## config.mk

```make
export PLATFORM = sky130hd
export DESIGN_NAME = rtt_timer
export DESIGN_NICKNAME = d
export VERILOG_FILES = /design/src/design/rtt_pkg.sv /design/src/design/rtt_timer.sv
export VERILOG_INCLUDE_DIRS = /design/src /design/src/design
export SDC_FILE = /design/constraint.sdc
export NUM_CORES = 1
export LEC_CHECK = 0
export ABC_AREA = 1
export BUFFER_PORTS_ARGS = -buffer_cell sky130_fd_sc_hd__buf_2
export CAP_MARGIN = 20
export CORE_MARGIN = 5
export CORE_UTILIZATION = 59
export CTS_CLUSTER_SIZE = 28
export DETAILED_ROUTE_END_ITERATION = 10
export GPL_ROUTABILITY_DRIVEN = 0
export PLACE_DENSITY = 0.85
export SYNTH_ARGS = -nofsm -noshare
export SYNTH_HDL_FRONTEND = slang
export SYNTH_SLANG_ARGS = --single-unit
```

## constraint.sdc

```tcl
create_clock -name aclk -period 5.1 [get_ports aclk]
set_input_delay 0.255 -clock aclk [delete_from_list [all_inputs] [get_ports aclk]]
set_output_delay 0.255 -clock aclk [all_outputs]
set_load 0.005 [all_outputs]
```

## src/design/rtt_cfg.svh

```systemverilog
/*
  Constants for the reload timer with trigger modes: register offsets,
  field positions, reset values and prescale ratios.
  Assumes inclusion by the timer module and the testbench only.
*/
// Behaviour
// writes hit reload, reads return count
// count while running; wrap reloads, sets flag
// software accesses high byte then low
// stopped writes update count and reload
// running writes update reload only
// mode field selects four functions
// prescale divides by 1, 8, 64, 256
// clock source bit selects system or pin
// mode 00 compare toggles pin on overflow; code toggles it with system clock source only
// compare bit enables pin output, modes 00/01
// baud mode reloads and requests interrupt
// baud compare gives half-baud square wave; code gives it with system clock source only
// edge modes use system clock only
// edge modes wait for trigger edge
// edge overflow reloads, halts, waits
// retrigger clear ignores edges while running
// retrigger set reloads on edge, no flag
// run bit does not clear counter
// flag set by hardware, cleared by zero write
// interrupt only when enable bit set
// external clock below half system clock
// stop timer before data access in baud mode
// pin synchronised, edges from successive samples
`ifndef RTT_CFG_SVH
`define RTT_CFG_SVH

// ----------------------------------------------------------------
// register byte addresses
// ----------------------------------------------------------------
`define RTT_ADDR_CTRL 4'h0
`define RTT_ADDR_LOW 4'h4
`define RTT_ADDR_HIGH 4'h8
`define RTT_ADDR_IEN 4'hC

// ----------------------------------------------------------------
// control field positions and reset values
// ----------------------------------------------------------------
`define RTT_BIT_FLAG 7
`define RTT_BIT_CMP 6
`define RTT_BIT_PS_HI 5
`define RTT_BIT_PS_LO 4
`define RTT_BIT_FN_HI 3
`define RTT_BIT_FN_LO 2
`define RTT_BIT_RUN 1
`define RTT_BIT_SRC 0
`define RTT_CTRL_RESET 8'h00
`define RTT_COUNT_RESET 16'h0000
`define RTT_COUNT_MAX 16'hFFFF

// ----------------------------------------------------------------
// prescale terminal counts (ratio minus one)
// ----------------------------------------------------------------
`define RTT_PS_DIV1 8'h00
`define RTT_PS_DIV8 8'h07
`define RTT_PS_DIV64 8'h3F
`define RTT_PS_DIV256 8'hFF

`define RTT_RESP_OKAY 2'h0
`define RTT_RESP_SLVERR 2'h2

`endif

```

## src/design/rtt_pkg.sv

```systemverilog
/*
  Types for the reload timer: function modes and the state struct.
  Assumes rtt_cfg.svh is present for the constant macros.
*/
package rtt_pkg;

  // function select encodings, in field order 00..11
  typedef enum logic [1:0] {
    RTT_FN_RELOAD,
    RTT_FN_BAUD,
    RTT_FN_RISE,
    RTT_FN_FALL
  } rtt_fn_e;

  // whole state of the timer module
  typedef struct packed {
    logic [7:0] ctrl;
    logic irq_en;
    logic [15:0] count;
    logic [15:0] reload;
    logic [7:0] ps_cnt;
    logic armed;
    logic [2:0] pin_sync;
    logic pin_out;
    logic irq;
    logic aw_seen;
    logic w_seen;
    logic [3:0] aw_addr;
    logic [31:0] w_data;
    logic [3:0] w_strb;
    logic bvalid;
    logic [1:0] bresp;
    logic arready;
    logic rvalid;
    logic [31:0] rdata;
    logic [1:0] rresp;
  } rtt_state_s;

endpackage

```

## src/design/rtt_timer.sv

```systemverilog
/*
  Reload timer with trigger modes: 16-bit up counter with auto reload,
  baud generator and edge-triggered one-shot, behind an AXI4-Lite slave.
  Assumes one clock (aclk), synchronous active-low reset, and an
  asynchronous timer pin that is resampled here.
*/
// Decided for this implementation: register access over AXI4-Lite and the register addresses.
`timescale 1ns/1ps
`include "rtt_cfg.svh"

module rtt_timer
(
  input wire logic aclk,
  input wire logic aresetn,
  input wire logic [3:0] s_axi_awaddr,
  input wire logic s_axi_awvalid,
  output logic s_axi_awready,
  input wire logic [31:0] s_axi_wdata,
  input wire logic [3:0] s_axi_wstrb,
  input wire logic s_axi_wvalid,
  output logic s_axi_wready,
  output logic [1:0] s_axi_bresp,
  output logic s_axi_bvalid,
  input wire logic s_axi_bready,
  input wire logic [3:0] s_axi_araddr,
  input wire logic s_axi_arvalid,
  output logic s_axi_arready,
  output logic [31:0] s_axi_rdata,
  output logic [1:0] s_axi_rresp,
  output logic s_axi_rvalid,
  input wire logic s_axi_rready,
  input wire logic timer_pin_in,
  output logic timer_pin_out,
  output logic timer_pin_oe,
  output logic timer_irq
);
  import rtt_pkg::*;

  rtt_state_s r;
  rtt_state_s next_r;

  // ----------------------------------------------------------------
  // helpers
  // ----------------------------------------------------------------
  // terminal count of the prescaler for a select code
  function automatic logic [7:0] ps_limit(input logic [1:0] sel);
    logic [7:0] lim;
    lim = `RTT_PS_DIV1;
    case (sel)
      2'h1: lim = `RTT_PS_DIV8;
      2'h2: lim = `RTT_PS_DIV64;
      2'h3: lim = `RTT_PS_DIV256;
      default: lim = `RTT_PS_DIV1;
    endcase
    return lim;
  endfunction

  // decode valid register addresses, used by the write response only
  function automatic logic addr_ok(input logic [3:0] a);
    logic ok;
    ok = 1'b0;
    if (a == `RTT_ADDR_CTRL)
      ok = 1'b1;
    else if (a == `RTT_ADDR_LOW)
      ok = 1'b1;
    else if (a == `RTT_ADDR_HIGH)
      ok = 1'b1;
    else if (a == `RTT_ADDR_IEN)
      ok = 1'b1;
    return ok;
  endfunction

  // ----------------------------------------------------------------
  // combinational next state
  // ----------------------------------------------------------------
  rtt_fn_e fn;
  logic run;
  logic edge_mode;
  logic use_pin_clk;
  logic pin_rise;
  logic pin_fall;
  logic trig;
  logic tick_src;
  logic tick;
  logic counting;
  logic ovf;
  logic do_write;
  logic [7:0] wbyte;

  always_comb
  begin
    next_r = r;
    fn = rtt_fn_e'(r.ctrl[`RTT_BIT_FN_HI:`RTT_BIT_FN_LO]);
    run = r.ctrl[`RTT_BIT_RUN];
    edge_mode = fn[1];
    // edge modes ignore the clock source bit
    use_pin_clk = r.ctrl[`RTT_BIT_SRC] & ~edge_mode;

    // three-stage pin sampler; edges judged on stages two and three only
    next_r.pin_sync = {r.pin_sync[1:0], timer_pin_in};
    pin_rise = r.pin_sync[1] & ~r.pin_sync[2];
    pin_fall = ~r.pin_sync[1] & r.pin_sync[2];
    trig = (fn == RTT_FN_RISE) ? pin_rise : pin_fall;

    // count source: every system clock or each falling pin edge
    tick_src = use_pin_clk ? pin_fall : 1'b1;
    counting = run & (~edge_mode | r.armed);
    tick = 1'b0;
    if (!run)
      next_r.ps_cnt = 8'h00;
    else if (counting && tick_src)
    begin
      if (r.ps_cnt >= ps_limit(r.ctrl[`RTT_BIT_PS_HI:`RTT_BIT_PS_LO]))
      begin
        next_r.ps_cnt = 8'h00;
        tick = 1'b1;
      end
      else
        next_r.ps_cnt = r.ps_cnt + 8'h01;
    end

    // counter; running does not clear it
    ovf = tick & (r.count == `RTT_COUNT_MAX);
    if (tick)
      next_r.count = ovf ? r.reload : r.count + 16'h0001;

    // edge-mode arming, one-shot halt and retrigger
    if (!run || !edge_mode)
      next_r.armed = 1'b0;
    else if (ovf)
      next_r.armed = 1'b0;
    else if (trig && !r.armed)
      next_r.armed = 1'b1;
    else if (trig && r.ctrl[`RTT_BIT_CMP])
    begin
      next_r.count = r.reload;
      next_r.ps_cnt = 8'h00;
    end
    // edges while running with retrigger clear fall through unused

    // compare output toggles on overflow in modes 00/01 on system clock
    if (ovf && !edge_mode && !use_pin_clk && r.ctrl[`RTT_BIT_CMP])
      next_r.pin_out = ~r.pin_out;

    // ---- AXI write: address and data may arrive in either order
    if (s_axi_awvalid && s_axi_awready)
    begin
      next_r.aw_seen = 1'b1;
      next_r.aw_addr = s_axi_awaddr;
    end
    if (s_axi_wvalid && s_axi_wready)
    begin
      next_r.w_seen = 1'b1;
      next_r.w_data = s_axi_wdata;
      next_r.w_strb = s_axi_wstrb;
    end
    do_write = r.aw_seen & r.w_seen & ~r.bvalid;
    wbyte = r.w_data[7:0];
    if (do_write)
    begin
      next_r.aw_seen = 1'b0;
      next_r.w_seen = 1'b0;
      next_r.bvalid = 1'b1;
      next_r.bresp = addr_ok(r.aw_addr) ? `RTT_RESP_OKAY : `RTT_RESP_SLVERR;
      if (r.w_strb[0])
      begin
        if (r.aw_addr == `RTT_ADDR_CTRL)
        begin
          // flag bit: writing 0 clears, writing 1 keeps; overflow wins
          next_r.ctrl = {r.ctrl[`RTT_BIT_FLAG] & wbyte[`RTT_BIT_FLAG], wbyte[6:0]};
        end
        else if (r.aw_addr == `RTT_ADDR_LOW)
        begin
          next_r.reload[7:0] = wbyte;
          if (!run)
            next_r.count[7:0] = wbyte;
        end
        else if (r.aw_addr == `RTT_ADDR_HIGH)
        begin
          next_r.reload[15:8] = wbyte;
          if (!run)
            next_r.count[15:8] = wbyte;
        end
        else if (r.aw_addr == `RTT_ADDR_IEN)
          next_r.irq_en = wbyte[0];
      end
    end
    if (r.bvalid && s_axi_bready)
      next_r.bvalid = 1'b0;

    // set wins over a software clear in the same cycle
    if (ovf)
      next_r.ctrl[`RTT_BIT_FLAG] = 1'b1;
    next_r.irq = next_r.ctrl[`RTT_BIT_FLAG] & next_r.irq_en;

    // ---- AXI read: one outstanding, answer the cycle after arready
    next_r.arready = s_axi_arvalid & ~r.arready & ~r.rvalid;
    if (s_axi_arvalid && r.arready)
    begin
      next_r.rvalid = 1'b1;
      next_r.rresp = `RTT_RESP_OKAY;
      next_r.rdata = 32'h0000_0000;
      if (s_axi_araddr == `RTT_ADDR_CTRL)
        next_r.rdata[7:0] = r.ctrl;
      else if (s_axi_araddr == `RTT_ADDR_LOW)
        next_r.rdata[7:0] = r.count[7:0];
      else if (s_axi_araddr == `RTT_ADDR_HIGH)
        next_r.rdata[7:0] = r.count[15:8];
      else if (s_axi_araddr == `RTT_ADDR_IEN)
        next_r.rdata[0] = r.irq_en;
      else
        next_r.rresp = `RTT_RESP_SLVERR;
    end
    else if (r.rvalid && s_axi_rready)
      next_r.rvalid = 1'b0;
  end

  // ----------------------------------------------------------------
  // state register
  // ----------------------------------------------------------------
  always_ff @(posedge aclk)
  begin
    if (!aresetn)
    begin
      r <= '0;
    end
    else
    begin
      r <= next_r;
    end
  end

  // ----------------------------------------------------------------
  // outputs, from flip-flops; the write readies and pin enable through gates
  // ----------------------------------------------------------------
  // ready held low while a captured item waits or a response is pending,
  // so no new write slips in before the master has taken the answer
  assign s_axi_awready = ~r.aw_seen & ~r.bvalid;
  assign s_axi_wready = ~r.w_seen & ~r.bvalid;
  assign s_axi_bvalid = r.bvalid;
  assign s_axi_bresp = r.bresp;
  assign s_axi_arready = r.arready;
  assign s_axi_rvalid = r.rvalid;
  assign s_axi_rdata = r.rdata;
  assign s_axi_rresp = r.rresp;
  assign timer_pin_out = r.pin_out;
  // pin driven only as compare output in modes 00/01
  assign timer_pin_oe = r.ctrl[`RTT_BIT_CMP] & ~r.ctrl[`RTT_BIT_FN_HI];
  assign timer_irq = r.irq;

endmodule

```

==> results of run 1 <==
-- final timing paths --
check / depth (start not counted) / slack, ns / end / from
max: 20 / 2.71 / r[113] / r[132]
min: 3 / 0.06 / next_r[84] / timer_pin_in
max reg2reg: 20 / 2.71 / r[113] / r[132]
min reg2reg: 2 / 0.43 / next_r[85] / next_r[84]
-- registers in the layout (all words and copies together) (netlist names) --
name and flops:
s_axi_rdata 8, timer_pin_out 1, timer_irq 1, s_axi_rvalid 1, r 64, s_axi_bvalid 1, edge_mode 1, s_axi_bresp 1
fn 1, s_axi_rresp 1, next_r 2, s_axi_arready 1
-- synth_stat cells, types with 2 or more instances --
| master | number | area share |
|---|---|---|
| sky130_fd_sc_hd__xnor2_1 | 2 | 0.0039 |
| sky130_fd_sc_hd__nand4_2 | 2 | 0.0055 |
| sky130_fd_sc_hd__nand2_1 | 105 | 0.087 |
| sky130_fd_sc_hd__nor2_4 | 3 | 0.0075 |
| sky130_fd_sc_hd__nor3_1 | 12 | 0.013 |
| sky130_fd_sc_hd__o22ai_1 | 4 | 0.0055 |
| sky130_fd_sc_hd__nor2_2 | 5 | 0.0069 |
| sky130_fd_sc_hd__a211oi_1 | 8 | 0.013 |
| sky130_fd_sc_hd__clkbuf_1 | 11 | 0.0092 |
| sky130_fd_sc_hd__nand2_4 | 3 | 0.0075 |
| sky130_fd_sc_hd__xor2_1 | 9 | 0.017 |
| sky130_fd_sc_hd__inv_2 | 8 | 0.0067 |
| sky130_fd_sc_hd__clkinv_1 | 2 | 0.0017 |
| sky130_fd_sc_hd__nand4_1 | 5 | 0.0069 |
| sky130_fd_sc_hd__inv_1 | 72 | 0.060 |
| sky130_fd_sc_hd__a21oi_1 | 57 | 0.063 |
| sky130_fd_sc_hd__buf_4 | 37 | 0.062 |
| sky130_fd_sc_hd__nand2_2 | 8 | 0.011 |
| sky130_fd_sc_hd__buf_6 | 4 | 0.010 |
| sky130_fd_sc_hd__o211ai_1 | 2 | 0.0033 |
| sky130_fd_sc_hd__nor3_2 | 2 | 0.0044 |
| sky130_fd_sc_hd__dfxtp_1 | 83 | 0.37 |
| sky130_fd_sc_hd__buf_2 | 2 | 0.0022 |
| sky130_fd_sc_hd__nand3_1 | 24 | 0.027 |
| sky130_fd_sc_hd__nor4_1 | 3 | 0.0042 |
| sky130_fd_sc_hd__nor2_1 | 63 | 0.052 |
| sky130_fd_sc_hd__ha_1 | 8 | 0.022 |
| sky130_fd_sc_hd__a21oi_2 | 7 | 0.014 |
| sky130_fd_sc_hd__o21ai_1 | 10 | 0.011 |
| sky130_fd_sc_hd__o21ai_0 | 52 | 0.058 |
| sky130_fd_sc_hd__nor3_4 | 2 | 0.0072 |
-- area by class of cell --
class	instances	area share
multi-input cells	433	0.473
flip-flops and latches	83	0.349
inverters	84	0.0671
repair buffers	43	0.0458
clock buffers	9	0.0261
well taps	99	0.0261
clock inverters	7	0.0124
-- metal layers --
layer | wire (um) | global-route usage | up-vias
li1 | - | - | 2035
met5 | 0 | 0 | -
met3 | 750 | 0.0538 | 26
met4 | 242 | 0.0809 | 0
met1 | 4250 | 0.266 | 1833
met2 | 5270 | 0.393 | 162
-- tightest hold or removal path: stages --
cell and delay [ns]:
sky130_fd_sc_hd__buf_2 0.07, sky130_fd_sc_hd__nand2_1 0.04, sky130_fd_sc_hd__inv_1 0.04
-- power by group through the flow --
stage	sequential, mW	clock [mW]	combinational, mW
2_1_floorplan	0.695	0	0.0871
3_3_place_gp	0.701	0	0.0955
3_5_place_dp	0.702	0	0.0986
4_1_cts	0.687	0.455	0.0990
5_1_grt	0.691	0.484	0.114
6_report	0.688	0.450	0.0991
-- through the flow --
stage / power [mW] / std cells / utilization / area, um2
6_report: 1.24 / 758 / 0.649 / 4750
5_1_grt: 1.29 / 758 / 0.649 / 4750
3_3_place_gp: 0.797 / 742 / 0.624 / 4570
2_1_floorplan: 0.782 / 654 / - / 4600
3_5_place_dp: 0.801 / 742 / 0.624 / 4570
4_1_cts: 1.24 / 758 / 0.649 / 4750
-- cells by family after synthesis --
family	after synthesis
AND/OR/NAND/NOR	244
AO/OA/AOI/OAI	144
buffers and inverters	138
flip-flops	83
XOR/XNOR	11
adder cells (fa/ha/maj)	8
other	1
==> results.sh, run 1 <==
export IMPL_floorplan_initialDensity=0.615
export IMPL_timing_critical_path_mode_cell="sky130_fd_sc_hd__nand2_1"
export IMPL_most_common_layout_cells="sky130_fd_sc_hd__nand2_1 (105), sky130_fd_sc_hd__dfxtp_1 (83), sky130_fd_sc_hd__inv_1 (72)"
export IMPL_drc=0
export IMPL_compound_gate_portion_of_the_synthesized_area=0.175
export IMPL_cell_row_count=31
export IMPL_dominantRegCellSynth="sky130_fd_sc_hd__dfxtp_1"
export IMPL_grt_overflow_total=0
export IMPL_final_setup_viol_count=0
export IMPL_internal_power_mw=0.885
export IMPL_most_common_cell_after_layout_fill_and_taps_aside="sky130_fd_sc_hd__nand2_1"
export IMPL_die_height_um=97.4
export IMPL_synthMuxAreaShare=0
export IMPL_place_ws_ns=2.74
export IMPL_crit_path_end_kind="flip-flop"
export IMPL_netSwitchingFraction=0.285
export IMPL_grt_pass1_vias=3850
export IMPL_worst_ir_drop_vdd_mv=0.194
export IMPL_worst_clock_skew_ns=0.00769
export IMPL_synth_async_reset_ratio=0
export IMPL_ys_types=45
export IMPL_cp_slowest_cell="sky130_fd_sc_hd__dfxtp_1"
export IMPL_routedWlPerCell_um=13.9
export IMPL_final_fill_count=664
export IMPL_clockPowerShare=0.364
export IMPL_placement_io_buffers=42
export IMPL_syn_cell_area_mm2=0.00451
export IMPL_hold_fix_buffer_count_after_cts=0
export IMPL_rsz0062_at_grt="false"
export IMPL_post_synth_and_or_nand_nor_area_fraction=0.259
export IMPL_max_slew_violation_total_from_the_final_report=0
export IMPL_timing_setup_tns_ns=0
export IMPL_finalWorstSetupSlack_ns=2.71
export IMPL_routed_via_count=4056
export IMPL_post_cts_repair_resize_count=0
export IMPL_hold_slack_ns=0.0616
export IMPL_cts_sink_count=83
export IMPL_syn_mean_instance_area_um2=7.17
export IMPL_ys_ff_latch=83
export IMPL_clk_root_buffer_cell="sky130_fd_sc_hd__clkbuf_8"
export IMPL_comb_power_share=0.080
export IMPL_dpl_hpwl_um=7790
export IMPL_number_of_instances_in_the_synthesized_netlist=629
export IMPL_routed_wirelength_um=10500
export IMPL_critical_path_peak_fanout=21
export IMPL_antenna_violating_nets_post_route=0
export IMPL_worst_slew_pin_transition_ns=0.752
export IMPL_outcome="complete, no violations"
export IMPL_synth_top_family_by_area="simple AND/OR/NAND/NOR gates"
export IMPL_core_area_mm2=0.00733
export IMPL_grt_usage=0.224
export IMPL_area_sequential_mm2=0.00166
export IMPL_cts_buffers_inserted=9
export IMPL_detailedRoute_firstPassIterationCount=6
export IMPL_io_pins=96
export IMPL_cts_repair_timing_setup_buffer_count=0
export IMPL_grt_first_pass_wirelength_um=17600
export IMPL_p_per_area_mw_per_mm2=260
export IMPL_finalCriticalPeriod_ns=2.39
export IMPL_seqPwrFrac=0.556
export IMPL_min_delay_path_class="in -> reg"
export IMPL_syn_warnings=0
export IMPL_maxCapViolations=0
export IMPL_violation_count_after_the_first_detailed_route_iteration=331
export IMPL_drt_vias_per_instance=5.35
export IMPL_total_count_of_hold_check_failures_in_the_final_report=0
export IMPL_cp_slowest_stage_delay_ns=0.37
export IMPL_multi_input_comb_area_mm2=0.00225
export IMPL_buffers_and_inverters_on_the_worst_path=3
export IMPL_slew_headroom=0.498
export IMPL_finalCritPeriodShare=0.469
export IMPL_timing_critical_path_max_delay_family="simple AND/OR/NAND/NOR gates"
export IMPL_grt_max_degree=51
export IMPL_layout_drive_gt1_share=0.161
export IMPL_cts_path_max_buffers=2
export IMPL_cts_htree_levels=3
export IMPL_max_freq_mhz=418
export IMPL_leakage_nw=2.04
export IMPL_worstPathCellList="or2_1 -> ha_1 -> inv_1 -> nand2_1 -> nand2_1 -> nand2_1 -> nand2_1 -> nand2_1 -> nand2_1 -> nand2_1 -> nand2_2 -> nand2_4 -> nand2_4 -> inv_2 -> nand3_1 -> nand2_1 -> nand2_1 -> nand2_1 -> nand2_1 -> inv_1"
export IMPL_synth_enable_flop_cells=0
export IMPL_synth_seq_area_share=0.368
export IMPL_power_switching_mw=0.352
export IMPL_post_layout_nets=714
export IMPL_critical_path_startpoint_type="flip-flop"
export IMPL_syn2layout_area_growth_pct=5.41
export IMPL_timing_worst_setup_path_type="reg -> reg"
export IMPL_synth_adder_area_share=0.0222
export IMPL_synthXorXnorAreaFrac=0.0214
export IMPL_fp_dieW_um=97.4
export IMPL_n_antenna_cell=0
export IMPL_path_clk_slew_ns=0.09
export IMPL_fp_dieArea_mm2=0.00949
export IMPL_antenna_found_initial=0
export IMPL_cp_data_required_time_ns=5.38
export IMPL_worst_ep_arrival_time_ns=2.67
export IMPL_tritoncts_clock_tree="yes"
export IMPL_worstSkewPairLatency_ns=0.37
Note: power is estimated with default switching activity, not from simulation.
==> inputs of run 2 (changes only) <==
Settings changed: CORE_UTILIZATION 59 to 50, PLACE_DENSITY 0.85 to 0.77.
Clock period 5.1 ns to 2.2 ns, I/O delays scaled along.
==> run 2 against run 1 <==
The flow now finishes with violations (hold timing). Critical path depth decreased by 3. Fmax increased by 12%. Register-to-register slack got worse by 2.6 ns. Core utilization decreased by 6.7 points. Hold slack got worse by 0.066 ns. Die area increased by 16%. Critical path type unchanged. Largest cell class unchanged.
==> results.sh, run 2 (synthesis results as in run 1) <==
export IMPL_n_antenna_cell=0
export IMPL_final_fill_count=820
export IMPL_fp_dieW_um=105
export IMPL_final_setup_viol_count=0
export IMPL_critical_path_startpoint_type="flip-flop"
export IMPL_grt_first_pass_wirelength_um=18300
export IMPL_layout_drive_gt1_share=0.196
export IMPL_cp_slowest_stage_delay_ns=0.32
export IMPL_worstPathCellList="or2_4 -> ha_4 -> nor2_2 -> a21oi_2 -> nand2_1 -> nand2_1 -> nand2_1 -> nand2_1 -> nand2_2 -> nand2_4 -> buf_6 -> nand3_1 -> nand2_1 -> nand2_2 -> nand2_2 -> nand2_2 -> a21oi_2"
export IMPL_hold_slack_ns=-0.00403
export IMPL_critical_path_cell_count=17
export IMPL_finalCritPeriodShare=0.971
export IMPL_antenna_found_initial=0
export IMPL_post_layout_nonfiller_instances=788
export IMPL_largest_register_ff_count=64
export IMPL_timing_setup_tns_ns=0
export IMPL_internal_reg_to_reg_setup_slack_ns=0.06
export IMPL_regToRegEndpoint="r[119]"
export IMPL_violations="hold timing"
export IMPL_die_height_um=105
export IMPL_min_delay_path_class="in -> reg"
export IMPL_outcome="complete, but fails checks"
export IMPL_maxCapViolations=0
export IMPL_cell_row_count=34
export IMPL_antenna_violating_nets_post_route=0
export IMPL_most_common_cell_after_layout_fill_and_taps_aside="sky130_fd_sc_hd__nand2_1"
export IMPL_worst_slew_pin_transition_ns=0.500
export IMPL_tritoncts_clock_tree="yes"
export IMPL_grt_pass1_vias=4027
export IMPL_path_clk_slew_ns=0.09
export IMPL_drt_vias_per_instance=5.27
export IMPL_routed_via_count=4153
export IMPL_area_sequential_mm2=0.00166
export IMPL_grt_usage=0.200
export IMPL_rsz0062_at_grt="true"
export IMPL_registers_top_by_ff_count="r"
export IMPL_slew_headroom=0.663
export IMPL_drc=0
export IMPL_clk_root_buffer_cell="sky130_fd_sc_hd__clkbuf_8"
export IMPL_multi_input_comb_area_mm2=0.00233
export IMPL_placement_io_buffers=42
export IMPL_cp_slowest_cell="sky130_fd_sc_hd__dfxtp_1"
export IMPL_most_common_layout_cells="sky130_fd_sc_hd__nand2_1 (99), sky130_fd_sc_hd__dfxtp_1 (82), sky130_fd_sc_hd__inv_1 (71)"
export IMPL_worstSetupEndpoint="r[119]"
export IMPL_timing_rr_start="r[132]"
export IMPL_max_freq_mhz=468
export IMPL_routedWlPerCell_um=14.1
export IMPL_leakage_nw=2.16
export IMPL_timing_worst_setup_path_type="reg -> reg"
export IMPL_buffers_and_inverters_on_the_worst_path=1
export IMPL_cp_data_required_time_ns=2.49
export IMPL_post_layout_nets=735
export IMPL_routed_wirelength_um=11100
export IMPL_min_path_cells=3
export IMPL_syn2layout_area_growth_pct=13.0
export IMPL_worstSkewPairLatency_ns=0.37
export IMPL_crit_path_end_kind="flip-flop"
export IMPL_critical_path_peak_fanout=4
export IMPL_finalCriticalPeriod_ns=2.14
export IMPL_cts_buffers_inserted=9
export IMPL_worst_ir_drop_vdd_mv=0.330
export IMPL_p_per_area_mw_per_mm2=610
export IMPL_grt_overflow_total=0
export IMPL_cts_path_max_buffers=2
export IMPL_core_area_mm2=0.00876
export IMPL_io_pins=96
export IMPL_detailedRoute_firstPassIterationCount=5
export IMPL_cts_htree_levels=3
export IMPL_fp_dieArea_mm2=0.0110
export IMPL_dpl_hpwl_um=8140
export IMPL_placedCellCount=763
export IMPL_critPathLaunch="r[132]"
export IMPL_total_count_of_hold_check_failures_in_the_final_report=1
export IMPL_timing_critical_path_max_delay_family="simple AND/OR/NAND/NOR gates"
export IMPL_power_mw=3.11
export IMPL_worst_clock_skew_ns=0.0108
export IMPL_timing_critical_path_mode_cell="sky130_fd_sc_hd__nand2_1"
export IMPL_cts_sink_count=83
export IMPL_grt_max_degree=50
export IMPL_floorplan_initialDensity=0.515
export IMPL_violation_count_after_the_first_detailed_route_iteration=399
export IMPL_worst_ep_arrival_time_ns=2.43
export IMPL_max_slew_violation_total_from_the_final_report=0
export IMPL_reg2regPathDepth=17
[run 2: final cells by class]
type / count / area share
Multi-Input combinational cell: 433 / 0.457
Sequential cell: 83 / 0.326
Tap cell: 108 / 0.0265
Inverter: 84 / 0.0641
Clock inverter: 6 / 0.0184
Timing Repair Buffer: 64 / 0.0823
Clock buffer: 10 / 0.0250
[run 2: repair_timing]
action	4_1_cts	5_1_grt
endpoints found under the hold margin	8	0
hold buffers	8	0
buffers inserted	0	2
setup endpoints to repair	0	22
resized for setup	0	26
[run 2: routing by layer]
layer,track usage,vias up,part of all wire
met1,0.235,1880,0.41
li1,-,2071,-
met4,0.0776,0,0.022
met3,0.0450,29,0.075
met2,0.354,173,0.49
met5,0,-,0
[run 2: per-stage QoR]
step | instance area (um2) | util | setup WS [ns]
after global placement | 4690 | 0.535 | 0.0679
final | 5090 | 0.581 | 0.0647
after global routing | 5090 | 0.581 | -0.0465
after CTS | 4990 | 0.569 | 0.0378
after floorplan | 4600 | - | 0.214
after detailed placement | 4690 | 0.535 | 0.0525
[run 2: where the power goes]
group | switching, mW | leakage [nW] | internal [mW]
clock | 0.605 | 0.108 | 0.652
combinational | 0.164 | 1.38 | 0.0910
sequential | 0.0465 | 0.674 | 1.55
[run 2: how the worst min path moves through the flow]
| stage | start | end | slack (ns) |
|---|---|---|---|
| after floorplan | timer_pin_in | next_r[84] | 0.21 |
| after global placement | s_axi_bready | s_axi_bvalid | 0.30 |
| after detailed placement | timer_pin_in | next_r[84] | 0.30 |
| after CTS | s_axi_awaddr[0] | r[75] | 0.0006 |
| after global routing | s_axi_awaddr[0] | r[75] | 0.02 |
| final | s_axi_wstrb[0] | r[39] | -0.004 |
[run 2: worst reg2reg max path, stage by stage, from the launching register on]
cell	delay [ns]
sky130_fd_sc_hd__dfxtp_1	0.32
sky130_fd_sc_hd__or2_4	0.26
sky130_fd_sc_hd__ha_4	0.28
sky130_fd_sc_hd__nor2_2	0.05
sky130_fd_sc_hd__a21oi_2	0.13
sky130_fd_sc_hd__nand2_1	0.07
sky130_fd_sc_hd__nand2_1	0.05
sky130_fd_sc_hd__nand2_1	0.05
sky130_fd_sc_hd__nand2_1	0.06
sky130_fd_sc_hd__nand2_2	0.06
sky130_fd_sc_hd__nand2_4	0.11
sky130_fd_sc_hd__buf_6	0.13
sky130_fd_sc_hd__nand3_1	0.08
sky130_fd_sc_hd__nand2_1	0.10
sky130_fd_sc_hd__nand2_2	0.06
sky130_fd_sc_hd__nand2_2	0.07
sky130_fd_sc_hd__nand2_2	0.05
sky130_fd_sc_hd__a21oi_2	0.15
